### src/cgs_pkg.sv
// Summary of operation
// - Above 15 percent error, coarse steps double or halve period in eight corrections.
// - Between 15 and 5 percent, medium steps; at most eight corrections needed.
// - Internal clock stable flag sets when error first falls within 5 percent.
// - Below 5 percent, minimum-size steps; at most 24 corrections to minimum error.
// - Each correction lasts the same time; 32 corrections total about 128 base periods.
// - Capacitor is 384 fixed units plus 8-bit trim; trim resets to 128.
// - Each added trim unit lowers base frequency about 0.195 percent.
// - Generator keeps running in wait; its enabled interrupt wakes the processor.
// - Stop without run option halts generator and holds all output clocks low.
// - Stop with run option keeps generator running; its interrupts never wake.
// - Stop without run option clears external and internal clock stable flags.
// - Stop without run option turns monitor off, clearing its enable and flag.
// - Stop leaves select, external enable, multiplier and trim intact; divider and stage hold only in stop without run option.
// - External generator enable settable only while external input option is set.
// - External generator enable opens the external clock path through shared pin.
// - Every clock option has a defined default; external input option defaults clear.
// - Each loop correction spans four low-frequency base clock periods.
// - Internal fast clock equals multiplier times base clock of nominally 307.2 kHz.
package cgs_pkg;
	// Reference and base clock rates
	localparam int REF_CLK_KHZ = 100000;
	localparam int BASE_HZ = 307200;
	localparam int BASE_CYC = (REF_CLK_KHZ * 1000) / BASE_HZ;
	// Capacitor and trim
	localparam logic [9:0] CAP_FIXED = 10'h180;
	localparam logic [9:0] CAP_NOMINAL = 10'h200;
	localparam int CAP_NOMINAL_LOG2 = 9;
	localparam logic [7:0] RESET_TRIM = 8'h80;
	localparam logic [6:0] RESET_MULT = 7'h15;
	// Loop filter
	localparam logic [2:0] CORR_BASE_TICKS = 3'h4;
	localparam logic [7:0] COARSE_STEP = 8'h20;
	localparam logic [7:0] MEDIUM_STEP = 8'h08;
	localparam logic [7:0] FINE_STEP = 8'h01;
	localparam logic [3:0] DIV_MAX = 4'h9;
	localparam logic [7:0] RESET_STAGE = 8'h00;
	localparam logic [3:0] RESET_DIV = 4'h0;
	localparam logic [4:0] FINE_MAX = 5'h18;
	localparam logic [5:0] TOTAL_CORR = 6'h20;
	localparam logic [4:0] EXT_STAB_EDGES = 5'h10;
	// Comparator error bands
	localparam logic [1:0] BAND_FINE = 2'h0;
	localparam logic [1:0] BAND_MEDIUM = 2'h1;
	// Loop filter phases
	typedef enum logic [2:0] {
		PH_COARSE = 3'b001,
		PH_MEDIUM = 3'b010,
		PH_FINE = 3'b100
	} cgs_phase_t;
endpackage

### src/cgs_base_gen.sv
`timescale 1ns/1ps
module cgs_base_gen (
	input wire logic i_ref_clk, // System clock
	input wire logic i_rst, // Async reset, high
	input wire logic i_run, // Generator active
	input wire logic [7:0] i_trim, // Trim factor
	input wire logic [6:0] i_mult, // Multiplier factor
	output logic o_base_tick, // Base clock period pulse
	output logic o_fast_tick, // Fast clock half-period pulse
	output logic [9:0] o_cap_units // Capacitor size
);
	logic [17:0] limit;
	logic [17:0] base_cnt;
	logic [17:0] fast_acc;
	logic [17:0] fast_sum;

	// Larger capacitor stretches base period, so trim up slows the clock
	assign limit = 18'((18'(cgs_pkg::BASE_CYC) * 18'(o_cap_units)) >> cgs_pkg::CAP_NOMINAL_LOG2);
	// Two ticks per fast period, one for each edge of the fast clock;
	// small capacitor with a large multiplier saturates at one tick per cycle
	assign fast_sum = fast_acc + 18'({i_mult, 1'b0});

	// Capacitor units follow trim
	always_ff @(posedge i_ref_clk or posedge i_rst) begin
		if (i_rst)
			o_cap_units <= cgs_pkg::CAP_NOMINAL;
		else
			o_cap_units <= cgs_pkg::CAP_FIXED + 10'(i_trim);
	end

	// Base period counter, held at zero while generator stops
	always_ff @(posedge i_ref_clk or posedge i_rst) begin
		if (i_rst) begin
			base_cnt <= 18'h0;
			o_base_tick <= 1'b0;
		end else if (!i_run) begin
			base_cnt <= 18'h0;
			o_base_tick <= 1'b0;
		end else if (base_cnt + 18'h1 >= limit) begin
			base_cnt <= 18'h0;
			o_base_tick <= 1'b1;
		end else begin
			base_cnt <= base_cnt + 18'h1;
			o_base_tick <= 1'b0;
		end
	end

	// Fractional accumulator gives two ticks per base period for each multiplier unit
	always_ff @(posedge i_ref_clk or posedge i_rst) begin
		if (i_rst) begin
			fast_acc <= 18'h0;
			o_fast_tick <= 1'b0;
		end else if (!i_run) begin
			fast_acc <= 18'h0;
			o_fast_tick <= 1'b0;
		end else if (fast_sum >= limit) begin
			fast_acc <= fast_sum - limit;
			o_fast_tick <= 1'b1;
		end else begin
			fast_acc <= fast_sum;
			o_fast_tick <= 1'b0;
		end
	end
endmodule // cgs_base_gen

### src/cgs_clock_gen.sv
`timescale 1ns/1ps
module cgs_clock_gen (
	input wire logic i_ref_clk, // System clock, 100 MHz
	input wire logic i_rst, // Async reset, high
	input wire logic [1:0] i_err_band, // Comparator error band, async
	input wire logic i_err_slow, // Clock too slow, async
	input wire logic i_mult_wr, // Multiplier write strobe
	input wire logic [6:0] i_mult_data, // Multiplier write value
	input wire logic i_trim_wr, // Trim write strobe
	input wire logic [7:0] i_trim_data, // Trim write value
	input wire logic i_clock_sel, // 1 selects external clock
	input wire logic i_ext_gen_req, // Requested external enable
	input wire logic i_monitor_req, // Requested monitor on
	input wire logic i_monitor_irq_en_req, // Requested monitor irq enable
	input wire logic i_monitor_fail, // Monitor saw dead clock
	input wire logic i_monitor_flag_clr, // Clear monitor flag
	input wire logic i_idle, // Wait mode
	input wire logic i_halt, // Stop mode
	input wire logic i_run_in_halt_option, // Keep running in stop
	input wire logic i_ext_input_allow_option, // Allow external input
	input wire logic i_ext_clk_pin, // Shared oscillator pin, async
	output logic o_internal_clock_stable, // Within 5 percent
	output logic o_external_clock_stable, // External clock settled
	output logic o_settled, // Minimum error reached
	output logic o_monitor_on, // Monitor running
	output logic o_monitor_irq_enable, // Monitor irq enable
	output logic o_monitor_irq_flag, // Monitor irq flag
	output logic o_external_gen_on, // External generator enabled
	output logic o_pin_is_port, // Shared pin acts as port
	output logic o_wake, // Wake request to core
	output logic o_selected_raw_clock, // Raw selected clock
	output logic o_bus_clock_out, // Bus clock
	output logic o_watchdog_clock, // Watchdog clock
	output logic o_timebase_clock, // Timebase clock
	output logic [7:0] o_stage_ctrl, // Oscillator stage control
	output logic [3:0] o_divider_ctrl, // Oscillator divider control
	output logic [7:0] o_trim, // Trim factor
	output logic [6:0] o_mult, // Multiplier factor
	output logic [9:0] o_cap_units // Capacitor size
);
	cgs_pkg::cgs_phase_t phase;
	logic [1:0] band_s1, band_s2;
	logic slow_s1, slow_s2;
	logic pin_s1, pin_s2, pin_d;
	logic halted;
	logic run;
	logic base_tick, fast_tick;
	logic [2:0] tick_cnt;
	logic corr;
	logic [5:0] corr_cnt;
	logic [4:0] fine_cnt;
	logic [4:0] ext_cnt;
	logic [2:0] bus_div;
	logic fast_clk;
	logic [8:0] next_sum;
	logic [7:0] step;
	logic opt_ext, opt_run;

	// Generator shut down only for stop without the run option
	assign halted = i_halt && !opt_run;
	assign run = !halted;
	assign corr = base_tick && (tick_cnt == cgs_pkg::CORR_BASE_TICKS - 3'h1);

	// Two-stage synchronisers for comparator and pin inputs
	always_ff @(posedge i_ref_clk or posedge i_rst) begin
		if (i_rst) begin
			band_s1 <= 2'h0;
			band_s2 <= 2'h0;
			slow_s1 <= 1'b0;
			slow_s2 <= 1'b0;
			pin_s1 <= 1'b0;
			pin_s2 <= 1'b0;
			pin_d <= 1'b0;
		end else begin
			band_s1 <= i_err_band;
			band_s2 <= band_s1;
			slow_s1 <= i_err_slow;
			slow_s2 <= slow_s1;
			pin_s1 <= i_ext_clk_pin;
			pin_s2 <= pin_s1;
			pin_d <= pin_s2;
		end
	end

	// Options reset clear and follow their inputs every cycle out of reset
	always_ff @(posedge i_ref_clk or posedge i_rst) begin
		if (i_rst) begin
			opt_ext <= 1'b0;
			opt_run <= 1'b0;
		end else begin
			opt_ext <= i_ext_input_allow_option;
			opt_run <= i_run_in_halt_option;
		end
	end

	cgs_base_gen u_base (
		.i_ref_clk(i_ref_clk),
		.i_rst(i_rst),
		.i_run(run),
		.i_trim(o_trim),
		.i_mult(o_mult),
		.o_base_tick(base_tick),
		.o_fast_tick(fast_tick),
		.o_cap_units(o_cap_units)
	);

	// Multiplier and trim; stop does not touch them
	always_ff @(posedge i_ref_clk or posedge i_rst) begin
		if (i_rst) begin
			o_mult <= cgs_pkg::RESET_MULT;
			o_trim <= cgs_pkg::RESET_TRIM;
		end else begin
			if (i_mult_wr)
				o_mult <= i_mult_data;
			if (i_trim_wr)
				o_trim <= i_trim_data;
		end
	end

	// Correction pacing: four base periods each
	always_ff @(posedge i_ref_clk or posedge i_rst) begin
		if (i_rst)
			tick_cnt <= 3'h0;
		else if (corr)
			tick_cnt <= 3'h0;
		else if (base_tick)
			tick_cnt <= tick_cnt + 3'h1;
	end

	// Phase tracks the band every cycle, so a correction uses the step of
	// the band it is made in, not that of the correction before
	always_ff @(posedge i_ref_clk or posedge i_rst) begin
		if (i_rst)
			phase <= cgs_pkg::PH_COARSE;
		else begin
			if (band_s2 == cgs_pkg::BAND_FINE)
				phase <= cgs_pkg::PH_FINE;
			else if (band_s2 == cgs_pkg::BAND_MEDIUM)
				phase <= cgs_pkg::PH_MEDIUM;
			else
				phase <= cgs_pkg::PH_COARSE;
		end
	end

	// Step size per phase
	always_comb begin
		unique case (phase)
			cgs_pkg::PH_COARSE: step = cgs_pkg::COARSE_STEP;
			cgs_pkg::PH_MEDIUM: step = cgs_pkg::MEDIUM_STEP;
			cgs_pkg::PH_FINE: step = cgs_pkg::FINE_STEP;
			default: step = cgs_pkg::FINE_STEP;
		endcase
	end
	assign next_sum = slow_s2 ? {1'b0, o_stage_ctrl} - {1'b0, step}
		: {1'b0, o_stage_ctrl} + {1'b0, step};

	// Stage moves by step; carry or borrow shifts the divider, and at
	// divider 9 or 0 the stage saturates instead
	always_ff @(posedge i_ref_clk or posedge i_rst) begin
		if (i_rst) begin
			o_stage_ctrl <= cgs_pkg::RESET_STAGE;
			o_divider_ctrl <= cgs_pkg::RESET_DIV;
		end else if (corr) begin
			if (!next_sum[8])
				o_stage_ctrl <= next_sum[7:0];
			else if (!slow_s2 && o_divider_ctrl == cgs_pkg::DIV_MAX)
				o_stage_ctrl <= 8'hff;
			else if (slow_s2 && o_divider_ctrl == 4'h0)
				o_stage_ctrl <= 8'h00;
			else begin
				o_stage_ctrl <= next_sum[7:0];
				o_divider_ctrl <= slow_s2 ? o_divider_ctrl - 4'h1
					: o_divider_ctrl + 4'h1;
			end
		end
	end

	// Settling counters restart on a multiplier or trim write, or on stop without the run option
	always_ff @(posedge i_ref_clk or posedge i_rst) begin
		if (i_rst) begin
			corr_cnt <= 6'h0;
			fine_cnt <= 5'h0;
			o_settled <= 1'b0;
		end else if (i_mult_wr || i_trim_wr || halted) begin
			corr_cnt <= 6'h0;
			fine_cnt <= 5'h0;
			o_settled <= 1'b0;
		end else if (corr && phase != cgs_pkg::PH_COARSE) begin
			if (corr_cnt != cgs_pkg::TOTAL_CORR)
				corr_cnt <= corr_cnt + 6'h1;
			if (phase == cgs_pkg::PH_FINE && fine_cnt != cgs_pkg::FINE_MAX)
				fine_cnt <= fine_cnt + 5'h1;
			if (phase == cgs_pkg::PH_FINE && fine_cnt == cgs_pkg::FINE_MAX - 5'h1)
				o_settled <= 1'b1;
		end
	end

	// Stable once the loop first reaches the fine band
	always_ff @(posedge i_ref_clk or posedge i_rst) begin
		if (i_rst)
			o_internal_clock_stable <= 1'b0;
		else if (halted || i_mult_wr || i_trim_wr)
			o_internal_clock_stable <= 1'b0;
		else if (corr && band_s2 == cgs_pkg::BAND_FINE)
			o_internal_clock_stable <= 1'b1;
	end

	// External enable gated by option; pin path follows it
	always_ff @(posedge i_ref_clk or posedge i_rst) begin
		if (i_rst) begin
			o_external_gen_on <= 1'b0;
			o_pin_is_port <= 1'b1;
		end else begin
			o_external_gen_on <= i_ext_gen_req && opt_ext;
			o_pin_is_port <= !(i_ext_gen_req && opt_ext);
		end
	end

	// Stabilisation divider counts external edges again after stop without the run option
	always_ff @(posedge i_ref_clk or posedge i_rst) begin
		if (i_rst) begin
			ext_cnt <= 5'h0;
			o_external_clock_stable <= 1'b0;
		end else if (halted || !o_external_gen_on) begin
			ext_cnt <= 5'h0;
			o_external_clock_stable <= 1'b0;
		end else if (pin_s2 && !pin_d && !o_external_clock_stable) begin
			ext_cnt <= ext_cnt + 5'h1;
			if (ext_cnt == cgs_pkg::EXT_STAB_EDGES - 5'h1)
				o_external_clock_stable <= 1'b1;
		end
	end

	// Monitor bits; a new failure wins over a clear in the same cycle
	always_ff @(posedge i_ref_clk or posedge i_rst) begin
		if (i_rst) begin
			o_monitor_on <= 1'b0;
			o_monitor_irq_enable <= 1'b0;
			o_monitor_irq_flag <= 1'b0;
		end else if (halted || !i_monitor_req) begin
			o_monitor_on <= 1'b0;
			o_monitor_irq_enable <= 1'b0;
			o_monitor_irq_flag <= 1'b0;
		end else begin
			o_monitor_on <= 1'b1;
			o_monitor_irq_enable <= i_monitor_irq_en_req && o_monitor_on;
			if (o_monitor_on && i_monitor_fail)
				o_monitor_irq_flag <= 1'b1;
			else if (i_monitor_flag_clr)
				o_monitor_irq_flag <= 1'b0;
		end
	end

	// Interrupt wakes from wait only, never from stop
	always_ff @(posedge i_ref_clk or posedge i_rst) begin
		if (i_rst)
			o_wake <= 1'b0;
		else
			o_wake <= i_idle && !i_halt && o_monitor_irq_enable && o_monitor_irq_flag;
	end

	// Output clocks; forced low while halted; bus clock is the raw clock over four
	always_ff @(posedge i_ref_clk or posedge i_rst) begin
		if (i_rst) begin
			fast_clk <= 1'b0;
			bus_div <= 3'h0;
			o_selected_raw_clock <= 1'b0;
			o_bus_clock_out <= 1'b0;
			o_watchdog_clock <= 1'b0;
			o_timebase_clock <= 1'b0;
		end else if (halted) begin
			fast_clk <= 1'b0;
			bus_div <= 3'h0;
			o_selected_raw_clock <= 1'b0;
			o_bus_clock_out <= 1'b0;
			o_watchdog_clock <= 1'b0;
			o_timebase_clock <= 1'b0;
		end else begin
			if (fast_tick)
				fast_clk <= !fast_clk;
			o_selected_raw_clock <= i_clock_sel && o_external_gen_on ? pin_s2 : fast_clk;
			if (o_selected_raw_clock != (i_clock_sel && o_external_gen_on ? pin_s2 : fast_clk))
				bus_div <= bus_div + 3'h1;
			o_bus_clock_out <= bus_div[2];
			o_watchdog_clock <= o_selected_raw_clock;
			o_timebase_clock <= o_selected_raw_clock;
		end
	end

	a_halt_clocks_low: assert property (@(posedge i_ref_clk) disable iff (i_rst)
		$past(halted) && halted |-> !o_bus_clock_out && !o_selected_raw_clock && !o_timebase_clock
			&& !o_watchdog_clock)
		else $error("output clock active in stop");
	a_halt_clears_stable: assert property (@(posedge i_ref_clk) disable iff (i_rst)
		halted |=> !o_internal_clock_stable && !o_external_clock_stable)
		else $error("stable flag survived stop");
	a_halt_monitor_off: assert property (@(posedge i_ref_clk) disable iff (i_rst)
		halted |=> !o_monitor_on && !o_monitor_irq_enable && !o_monitor_irq_flag)
		else $error("monitor active in stop");
	a_ext_gate_option: assert property (@(posedge i_ref_clk) disable iff (i_rst)
		!opt_ext |=> !o_external_gen_on && o_pin_is_port)
		else $error("external enable set without option");
	a_stop_keeps_trim: assert property (@(posedge i_ref_clk) disable iff (i_rst)
		i_halt && !i_trim_wr && !i_mult_wr |=> $stable(o_trim) && $stable(o_mult))
		else $error("stop altered settings");
	a_corr_four_bases: assert property (@(posedge i_ref_clk) disable iff (i_rst)
		$changed({o_divider_ctrl, o_stage_ctrl}) |-> $past(base_tick) && $past(tick_cnt) == 3'h3)
		else $error("correction not on fourth base tick");
	a_stable_on_fine: assert property (@(posedge i_ref_clk) disable iff (i_rst)
		!o_internal_clock_stable ##1 o_internal_clock_stable |-> $past(corr) && $past(band_s2) == 2'h0)
		else $error("stable set outside fine band");
	a_no_wake_in_stop: assert property (@(posedge i_ref_clk) disable iff (i_rst)
		i_halt |=> !o_wake)
		else $error("wake raised in stop");
	a_wait_wake: assert property (@(posedge i_ref_clk) disable iff (i_rst)
		i_idle && !i_halt && o_monitor_irq_enable && o_monitor_irq_flag |=> o_wake)
		else $error("missing wake in wait");
	a_trim_reset: assert property (@(posedge i_ref_clk)
		$fell(i_rst) |-> o_trim == 8'h80 && o_cap_units == 10'h200)
		else $error("trim reset value wrong");
	a_settled_after_fine: assert property (@(posedge i_ref_clk) disable iff (i_rst)
		$rose(o_settled) |-> fine_cnt == 5'h18 && o_internal_clock_stable && corr_cnt <= 6'h20)
		else $error("settled too early");
endmodule // cgs_clock_gen

### config.mk
export PLATFORM = sky130hd
export DESIGN_NAME = cgs_clock_gen
export DESIGN_NICKNAME = d
export VERILOG_FILES = /design/src/cgs_pkg.sv /design/src/cgs_base_gen.sv /design/src/cgs_clock_gen.sv
export SDC_FILE = /design/constraint.sdc
export NUM_CORES = 1
export LEC_CHECK = 0
export BUFFER_PORTS_ARGS = -buffer_cell sky130_fd_sc_hd__buf_2
export CORE_MARGIN = 4
export CORE_UTILIZATION = 64
export CTS_CLUSTER_SIZE = 16
export DETAILED_ROUTE_END_ITERATION = 6
export GPL_TIMING_DRIVEN = 0
export HOLD_SLACK_MARGIN = 0.12
export PLACE_DENSITY = 0.94
export SKIP_CTS_REPAIR_TIMING = 1
export SYNTH_ARGS = -nofsm -noshare
export SYNTH_HDL_FRONTEND = slang
export SYNTH_SLANG_ARGS = --single-unit
export TNS_END_PERCENT = 1
### constraint.sdc
create_clock -name i_ref_clk -period 8.36 [get_ports i_ref_clk]
set_input_delay 2.09 -clock i_ref_clk [delete_from_list [all_inputs] [get_ports i_ref_clk]]
set_output_delay 2.09 -clock i_ref_clk [all_outputs]
set_load 0.03 [all_outputs]
==> impl_metrics.json, run 1 <==
{
  "worst_pin_slew_ns": 0.704,
  "irDropWorstVdd_mv": 0.248,
  "met2_usage_pct": 48.6,
  "die-area_mm2": 0.0137,
  "grtUsageMet3_pct": 7.40,
  "grt_max_degree": 62,
  "cp_common_cell": "ha_1",
  "ant_nets": 0,
  "final_net_count": 985,
  "synth-warning-count": 0,
  "slew_violations": 0,
  "clk_latency_ns": 0.43,
  "hold_depth": 0,
  "wl_mm": 18.4,
  "yosys_most_used_dff": "dfrtp_1",
  "overflow": 0,
  "die_x_um": 117,
  "cts_tree": "built",
  "vias": 6102,
  "die_h_um": 117,
  "rsz0062_at_grt": "false",
  "tns_ns": 0,
  "status": "complete, no violations",
  "core_area_mm2": 0.0115,
  "drt_pre_antenna_iters": 7,
  "drt_iter0_markers": 465,
  "cts_made_buffers": 17,
  "met1_usage_pct": 32.7,
  "syn-cell-area_mm2": 0.00759,
  "relSlewSlack_pct": 53.0,
  "busiest_layer": "met2",
  "cp_top_family": "adder cells",
  "cts-root-buf": "clkbuf_16",
  "synth_cell_types": 74,
  "finalCriticalPeriod_ns": 5.97,
  "multi_input_area_mm2": 0.00437,
  "cp_slowest_cell": "fa_1",
  "dp_hpwl_mm": 12.6,
  "worstSetupEndpointType": "flop",
  "htreeDepth": 4,
  "grt_pass1_wl_mm": 30.0,
  "maxCapViolations": 0,
  "critPathArrivalTime_ns": 6.24,
  "fmax_mhz": 168,
  "setup_viol": 0,
  "std_cell_rows": 39,
  "via_per_inst": 6.04,
  "fill_cells": 697,
  "crit_type": "flop to flop",
  "clkSinkCount": 117,
  "antenna_cells": 0,
  "powerDensity_mw_per_mm2": 448,
  "yosysSeqAreaShare_pct": 38.7,
  "final_util_pct": 76.6,
  "critical_path_buf_inv_count": 6,
  "grt_usage_pct": 28.4,
  "seq_area_mm2": 0.00294,
  "synth_edf_count": 0,
  "skew_ns": 0.00738,
  "rr_worst_depth": 26,
  "area_growth_syn_to_layout_pct": 16.2,
  "antenna_found_initial": 0,
  "synthArstFlopShare_pct": 100,
  "pin_count": 83,
  "syn_inst": 747,
  "ys_ff_latch": 117,
  "cts_max_path_buffers": 2,
  "io_buffers": 80,
  "finalHoldViolations": 0,
  "routedWlPerCell_um": 18.2,
  "floorplan.initialDensity_pct": 65.9,
  "path_max_fanout": 10,
  "min_period_over_period_pct": 71.4,
  "cp_num_cells": 26,
  "worst-endpoint-required_ns": 8.63,
  "drc_errors": 0,
  "power.leakage_nw": 4.37,
  "hold_class": "flop to flop",
  "grt_pass1_vias": 6363,
  "slowest_delay_ns": 0.51,
  "gp_congestion": 0.895,
  "cp-start-kind": "flop",
  "avgSynthCellArea_um2": 10.2,
  "clkTransAtPathRegs_ns": 0.06,
  "final_layout_size_suffix_gt1_share_pct": 19.4
}
-- layer usage --
metal	share of wire, %	vias to the layer above	wire length, um
met5	0	-	0
met3	5.3	79	977
met1	39	2958	7230
met4	4.2	0	769
li1	-	2840	-
met2	51	225	9380
-- state kept, by name, indices dropped and copies added (netlist names), 4 cells and up --
register	flops
u_base.fast_acc	18
o_stage_ctrl	8
ext_cnt	5
u_base.o_cap_units	9
o_trim	8
o_divider_ctrl	4
fine_cnt	5
o_mult	7
u_base.base_cnt	18
-- worst register-to-register path: cells and delay by family, from the launching register on --
family	cells	cell delay, ns
AOI/OAI and AO/OA	6	1.18
xor gates and xnor gates	1	0.26
adders and majority gates	6	2.08
buffers and inverters	6	0.50
DFF	1	0.50
muxes	1	0.21
and+or+nand+nor	6	1.09
-- where the power goes --
group          internal, mW  total [mW]  switching, mW
clock                 0.446       0.739          0.293
combinational          1.01        2.42           1.41
sequential            0.694       0.791         0.0968
total                  2.15        3.95           1.80
-- worst paths after layout --
check	startpoint	to	slack, ns
min in group asynchronous	i_rst	o_monitor_on	1.78
hold reg to reg	slow_s1	slow_s2	0.36
setup reg to reg	u_base.o_cap_units[8]	u_base.fast_acc[7]	2.39
max in group asynchronous	i_rst	o_mult[0]	5.81
setup / recovery	u_base.o_cap_units[8]	u_base.fast_acc[7]	2.39
hold / removal	slow_s1	slow_s2	0.36
-- layout make-up --
cell class              instances  share of cell area, %
repair buffers                 81                   4.85
clock buffers                  21                   5.45
plain buffers                  16                   1.04
multi-input cells             563                   49.5
well taps                     143                   2.03
clock inverters                11                   1.26
flip-flops and latches        117                   33.3
inverters                      59                   2.54
-- cell usage after synthesis, types with 3 or more instances --
library cell / instances / area [um2]
dfstp_2: 7 / 184
or3_1: 6 / 37.5
nor2_1: 65 / 244
o21bai_1: 4 / 30.0
a311oi_1: 3 / 26.3
a31oi_1: 6 / 37.5
and2_1: 10 / 62.6
dfrtp_1: 110 / 2750
o21a_1: 5 / 37.5
nand2_1: 39 / 146
nor2b_1: 9 / 56.3
nand3_1: 19 / 95.1
and3_1: 19 / 119
fa_1: 11 / 220
nor3b_1: 3 / 22.5
ha_1: 86 / 1080
a21oi_1: 34 / 170
a211oi_2: 6 / 75.1
xnor2_1: 39 / 342
nand2b_1: 10 / 62.6
clkbuf_1: 10 / 37.5
mux2_2: 17 / 191
nor3_1: 13 / 65.1
buf_6: 3 / 33.8
a21o_1: 17 / 128
nand4_1: 11 / 68.8
or2_2: 4 / 25.0
and4_1: 3 / 26.3
xor2_1: 20 / 175
o211ai_1: 6 / 45.0
o21ai_0: 25 / 125
a211oi_1: 5 / 37.5
mux2i_1: 12 / 120
inv_1: 59 / 221
-- cell usage in the layout, fill, tap and decap left out, types with 17 or more instances in the layout --
cell,netlist,final
xnor2_1,39,39
nor2_1,65,65
nand3_1,19,19
dfrtp_1,110,110
ha_1,86,86
buf_2,1,81
a21o_1,17,17
nand2_1,39,39
and3_1,19,19
a21oi_1,34,34
o21ai_0,25,25
xor2_1,20,20
clkbuf_16,0,17
inv_1,59,58
mux2_2,17,17
-- metrics by stage --
stage / worst slack, ns / power (mW) / cell area, um2 / cells / hold WS [ns]
global placement: 1.97 / 3.00 / 8200 / 978 / 0.335
detailed placement: 2.58 / 3.09 / 8230 / 979 / 0.345
CTS: 2.43 / 3.91 / 8820 / 1011 / 0.355
floorplan: 2.99 / 2.64 / 7620 / 755 / 0.331
global route: 1.98 / 4.23 / 8820 / 1011 / 0.363
finish: 2.39 / 3.95 / 8820 / 1011 / 0.359
-- logic make-up after synthesis --
kind of cell | share of synthesized area [%]
adder cells (fa/ha/maj) | 17.1
other | 0.0494
flip-flops | 38.7
buffers and inverters | 4.12
XOR/XNOR | 6.81
AO/OA/AOI/OAI | 13.3
AND/OR/NAND/NOR | 15.5
multiplexers | 4.40
Note: power is estimated with default switching activity, not from simulation.
==> run 2, diff against run 1 <==
--- a/config.mk
+++ b/config.mk
@@ -7,12 +7,12 @@
 export LEC_CHECK = 0
 export BUFFER_PORTS_ARGS = -buffer_cell sky130_fd_sc_hd__buf_2
 export CORE_MARGIN = 4
-export CORE_UTILIZATION = 64
+export CORE_UTILIZATION = 60
 export CTS_CLUSTER_SIZE = 16
 export DETAILED_ROUTE_END_ITERATION = 6
 export GPL_TIMING_DRIVEN = 0
 export HOLD_SLACK_MARGIN = 0.12
-export PLACE_DENSITY = 0.94
+export PLACE_DENSITY = 0.89
 export SKIP_CTS_REPAIR_TIMING = 1
 export SYNTH_ARGS = -nofsm -noshare
 export SYNTH_HDL_FRONTEND = slang
==> constraint.sdc (replaced) <==
create_clock -name i_ref_clk -period 5.56 [get_ports i_ref_clk]
set_input_delay 1.39 -clock i_ref_clk [delete_from_list [all_inputs] [get_ports i_ref_clk]]
set_output_delay 1.39 -clock i_ref_clk [all_outputs]
set_load 0.03 [all_outputs]
==> impl_metrics.json, run 2 (synthesis gave the netlist of run 1 again) <==
{
  "clkTransAtPathRegs_ns": 0.05,
  "irDropWorstVdd_mv": 0.364,
  "die_x_um": 120,
  "crit_path_end": "u_base.fast_acc[7]",
  "worst-endpoint-required_ns": 5.83,
  "power.internal_mw": 3.60,
  "hold_class": "flop to flop",
  "drt_pre_antenna_iters": 7,
  "antenna_found_initial": 0,
  "clk_latency_ns": 0.42,
  "drc_errors": 0,
  "cp-start-kind": "flop",
  "overflow": 0,
  "cp-startpoint": "u_base.o_cap_units[9]",
  "cts_tree": "built",
  "critical_path_buf_inv_count": 5,
  "powerDensity_mw_per_mm2": 700,
  "ant_nets": 0,
  "antenna_cells": 0,
  "std_cell_rows": 40,
  "swShare_pct": 43.5,
  "cp_common_cell": "ha_1",
  "slowest_delay_ns": 0.56,
  "setup_viol": 0,
  "fmax_mhz": 183,
  "clockPowerShare_pct": 18.9,
  "core_area_mm2": 0.0122,
  "clkSinkCount": 117,
  "cts_made_buffers": 17,
  "io_buffers": 80,
  "hold_depth": 0,
  "final_util_pct": 74.5,
  "status": "complete, no violations",
  "grt_pass1_wl_mm": 28.1,
  "die-area_mm2": 0.0145,
  "crit_type": "flop to flop",
  "min_period_over_period_pct": 98.0,
  "grt_usage_pct": 24.0,
  "grt_pass1_vias": 6067,
  "relSlewSlack_pct": 49.2,
  "critPathArrivalTime_ns": 5.72,
  "drt_iter0_markers": 445,
  "rr_endpoint": "u_base.fast_acc[7]",
  "r2r_start": "u_base.o_cap_units[9]",
  "finalCriticalPeriod_ns": 5.45,
  "finalHoldViolations": 0,
  "routedWlPerCell_um": 16.8,
  "final_net_count": 996,
  "worst_pin_slew_ns": 0.751,
  "wl_mm": 17.6,
  "vias": 6004,
  "via_per_inst": 5.73,
  "worstSetupEndpointType": "flop",
  "grt_max_degree": 82,
  "htreeDepth": 4,
  "path_max_fanout": 10,
  "gp_congestion": 0.930,
  "rr_worst_depth": 23,
  "skew_ns": 0.00792,
  "r2r_slack_ns": 0.11,
  "cts-root-buf": "clkbuf_16",
  "layout_commonest_cell": "dfrtp_1",
  "hold_start": "pin_s1",
  "dp_hpwl_mm": 12.2,
  "p_switching_mw": 2.77,
  "largest_registers": "u_base.base_cnt (18), u_base.fast_acc (18), u_base.o_cap_units (9)",
  "die_h_um": 120,
  "seqPwrFrac_pct": 18.7,
  "cts_max_path_buffers": 2,
  "cp_num_cells": 23,
  "cp_top_family": "adder cells",
  "power.leakage_nw": 4.48,
  "power.share.combinational_pct": 62.4,
  "placed_cells": 1004,
  "cp_slowest_cell": "dfstp_2",
  "path_cells": "ha_1 > inv_1 > ha_1 > ha_1 > inv_1 > fa_1 > inv_1 > ha_4 > a21o_1 > a21o_1 > nor2_2 > nor2b_1 > or3_1 > nand2_1 > ha_1 > and4_1 > and4_1 > or3_1 > a31o_1 > buf_6 > buf_6 > mux2i_1 > nor2_1",
  "final_cells": 1047,
  "slew_violations": 0,
  "pin_count": 83,
  "floorplan.initialDensity_pct": 62.1,
  "maxCapViolations": 0,
  "final_cell_mix": "dfrtp_1 (109), ha_1 (82), buf_2 (81)",
  "final_layout_size_suffix_gt1_share_pct": 21.7,
  "area_growth_syn_to_layout_pct": 19.9
}
==> run 2: cell types whose count changed in the layout (fill, tap and decap cells not counted), sizes merged <==
cell,previous run,this run
clkinv,1,4
clkbuf,31,33
inv,66,59
bufinv,1,5
buf,87,98
clkinvlp,2,0
==> run 2: worst min-delay path by stage <==
stage            endpoint  slack, ns
6_report           pin_s2       0.35
3_5_place_dp   band_s2[0]       0.34
3_3_place_gp   band_s2[0]       0.34
5_1_grt            pin_s2       0.36
2_1_floorplan  band_s2[0]       0.33
4_1_cts            pin_s2       0.35
==> run 2: layer usage <==
layer	wire (um)	vias to the layer above	track usage (%)
li1	-	2864	-
met1	7190	2872	28.8
met2	9050	213	42.0
met3	864	55	5.43
met4	526	0	9.35
met5	0	-	0
==> run 2: per-stage QoR <==
| stage | setup slack, ns | setup TNS, ns | hold WS (ns) | total power, mW | instance area (um2) |
|---|---|---|---|---|---|
| after CTS | -0.283 | -2.20 | 0.349 | 5.92 | 8910 |
| after global placement | -0.172 | -18.76 | 0.336 | 4.53 | 8230 |
| after floorplan | 0.189 | 0 | 0.331 | 3.96 | 7620 |
| after global routing | -0.0927 | -0.796 | 0.359 | 6.77 | 9100 |
| after detailed placement | -0.243 | -1.69 | 0.337 | 4.65 | 8260 |
| final | 0.109 | 0 | 0.349 | 6.37 | 9100 |
==> run 2: power groups by stage <==
stage | Clock (mW) | Combinational, mW | Sequential [mW]
3_5_place_dp | 0 | 3.45 | 1.20
5_1_grt | 1.26 | 4.30 | 1.21
4_1_cts | 1.22 | 3.51 | 1.19
3_3_place_gp | 0 | 3.34 | 1.19
2_1_floorplan | 0 | 2.66 | 1.31
6_report | 1.20 | 3.98 | 1.19
==> run 2: cell type report <==
type                    instances  area (um2)
fillers                       833        3120
well taps                     168         210
flip-flops and latches        117        2940
multi-input cells             563        4470
plain buffers                  16        91.3
inverters                      59         226
clock inverters                 9         174
repair buffers                 92         510
clock buffers                  23         478
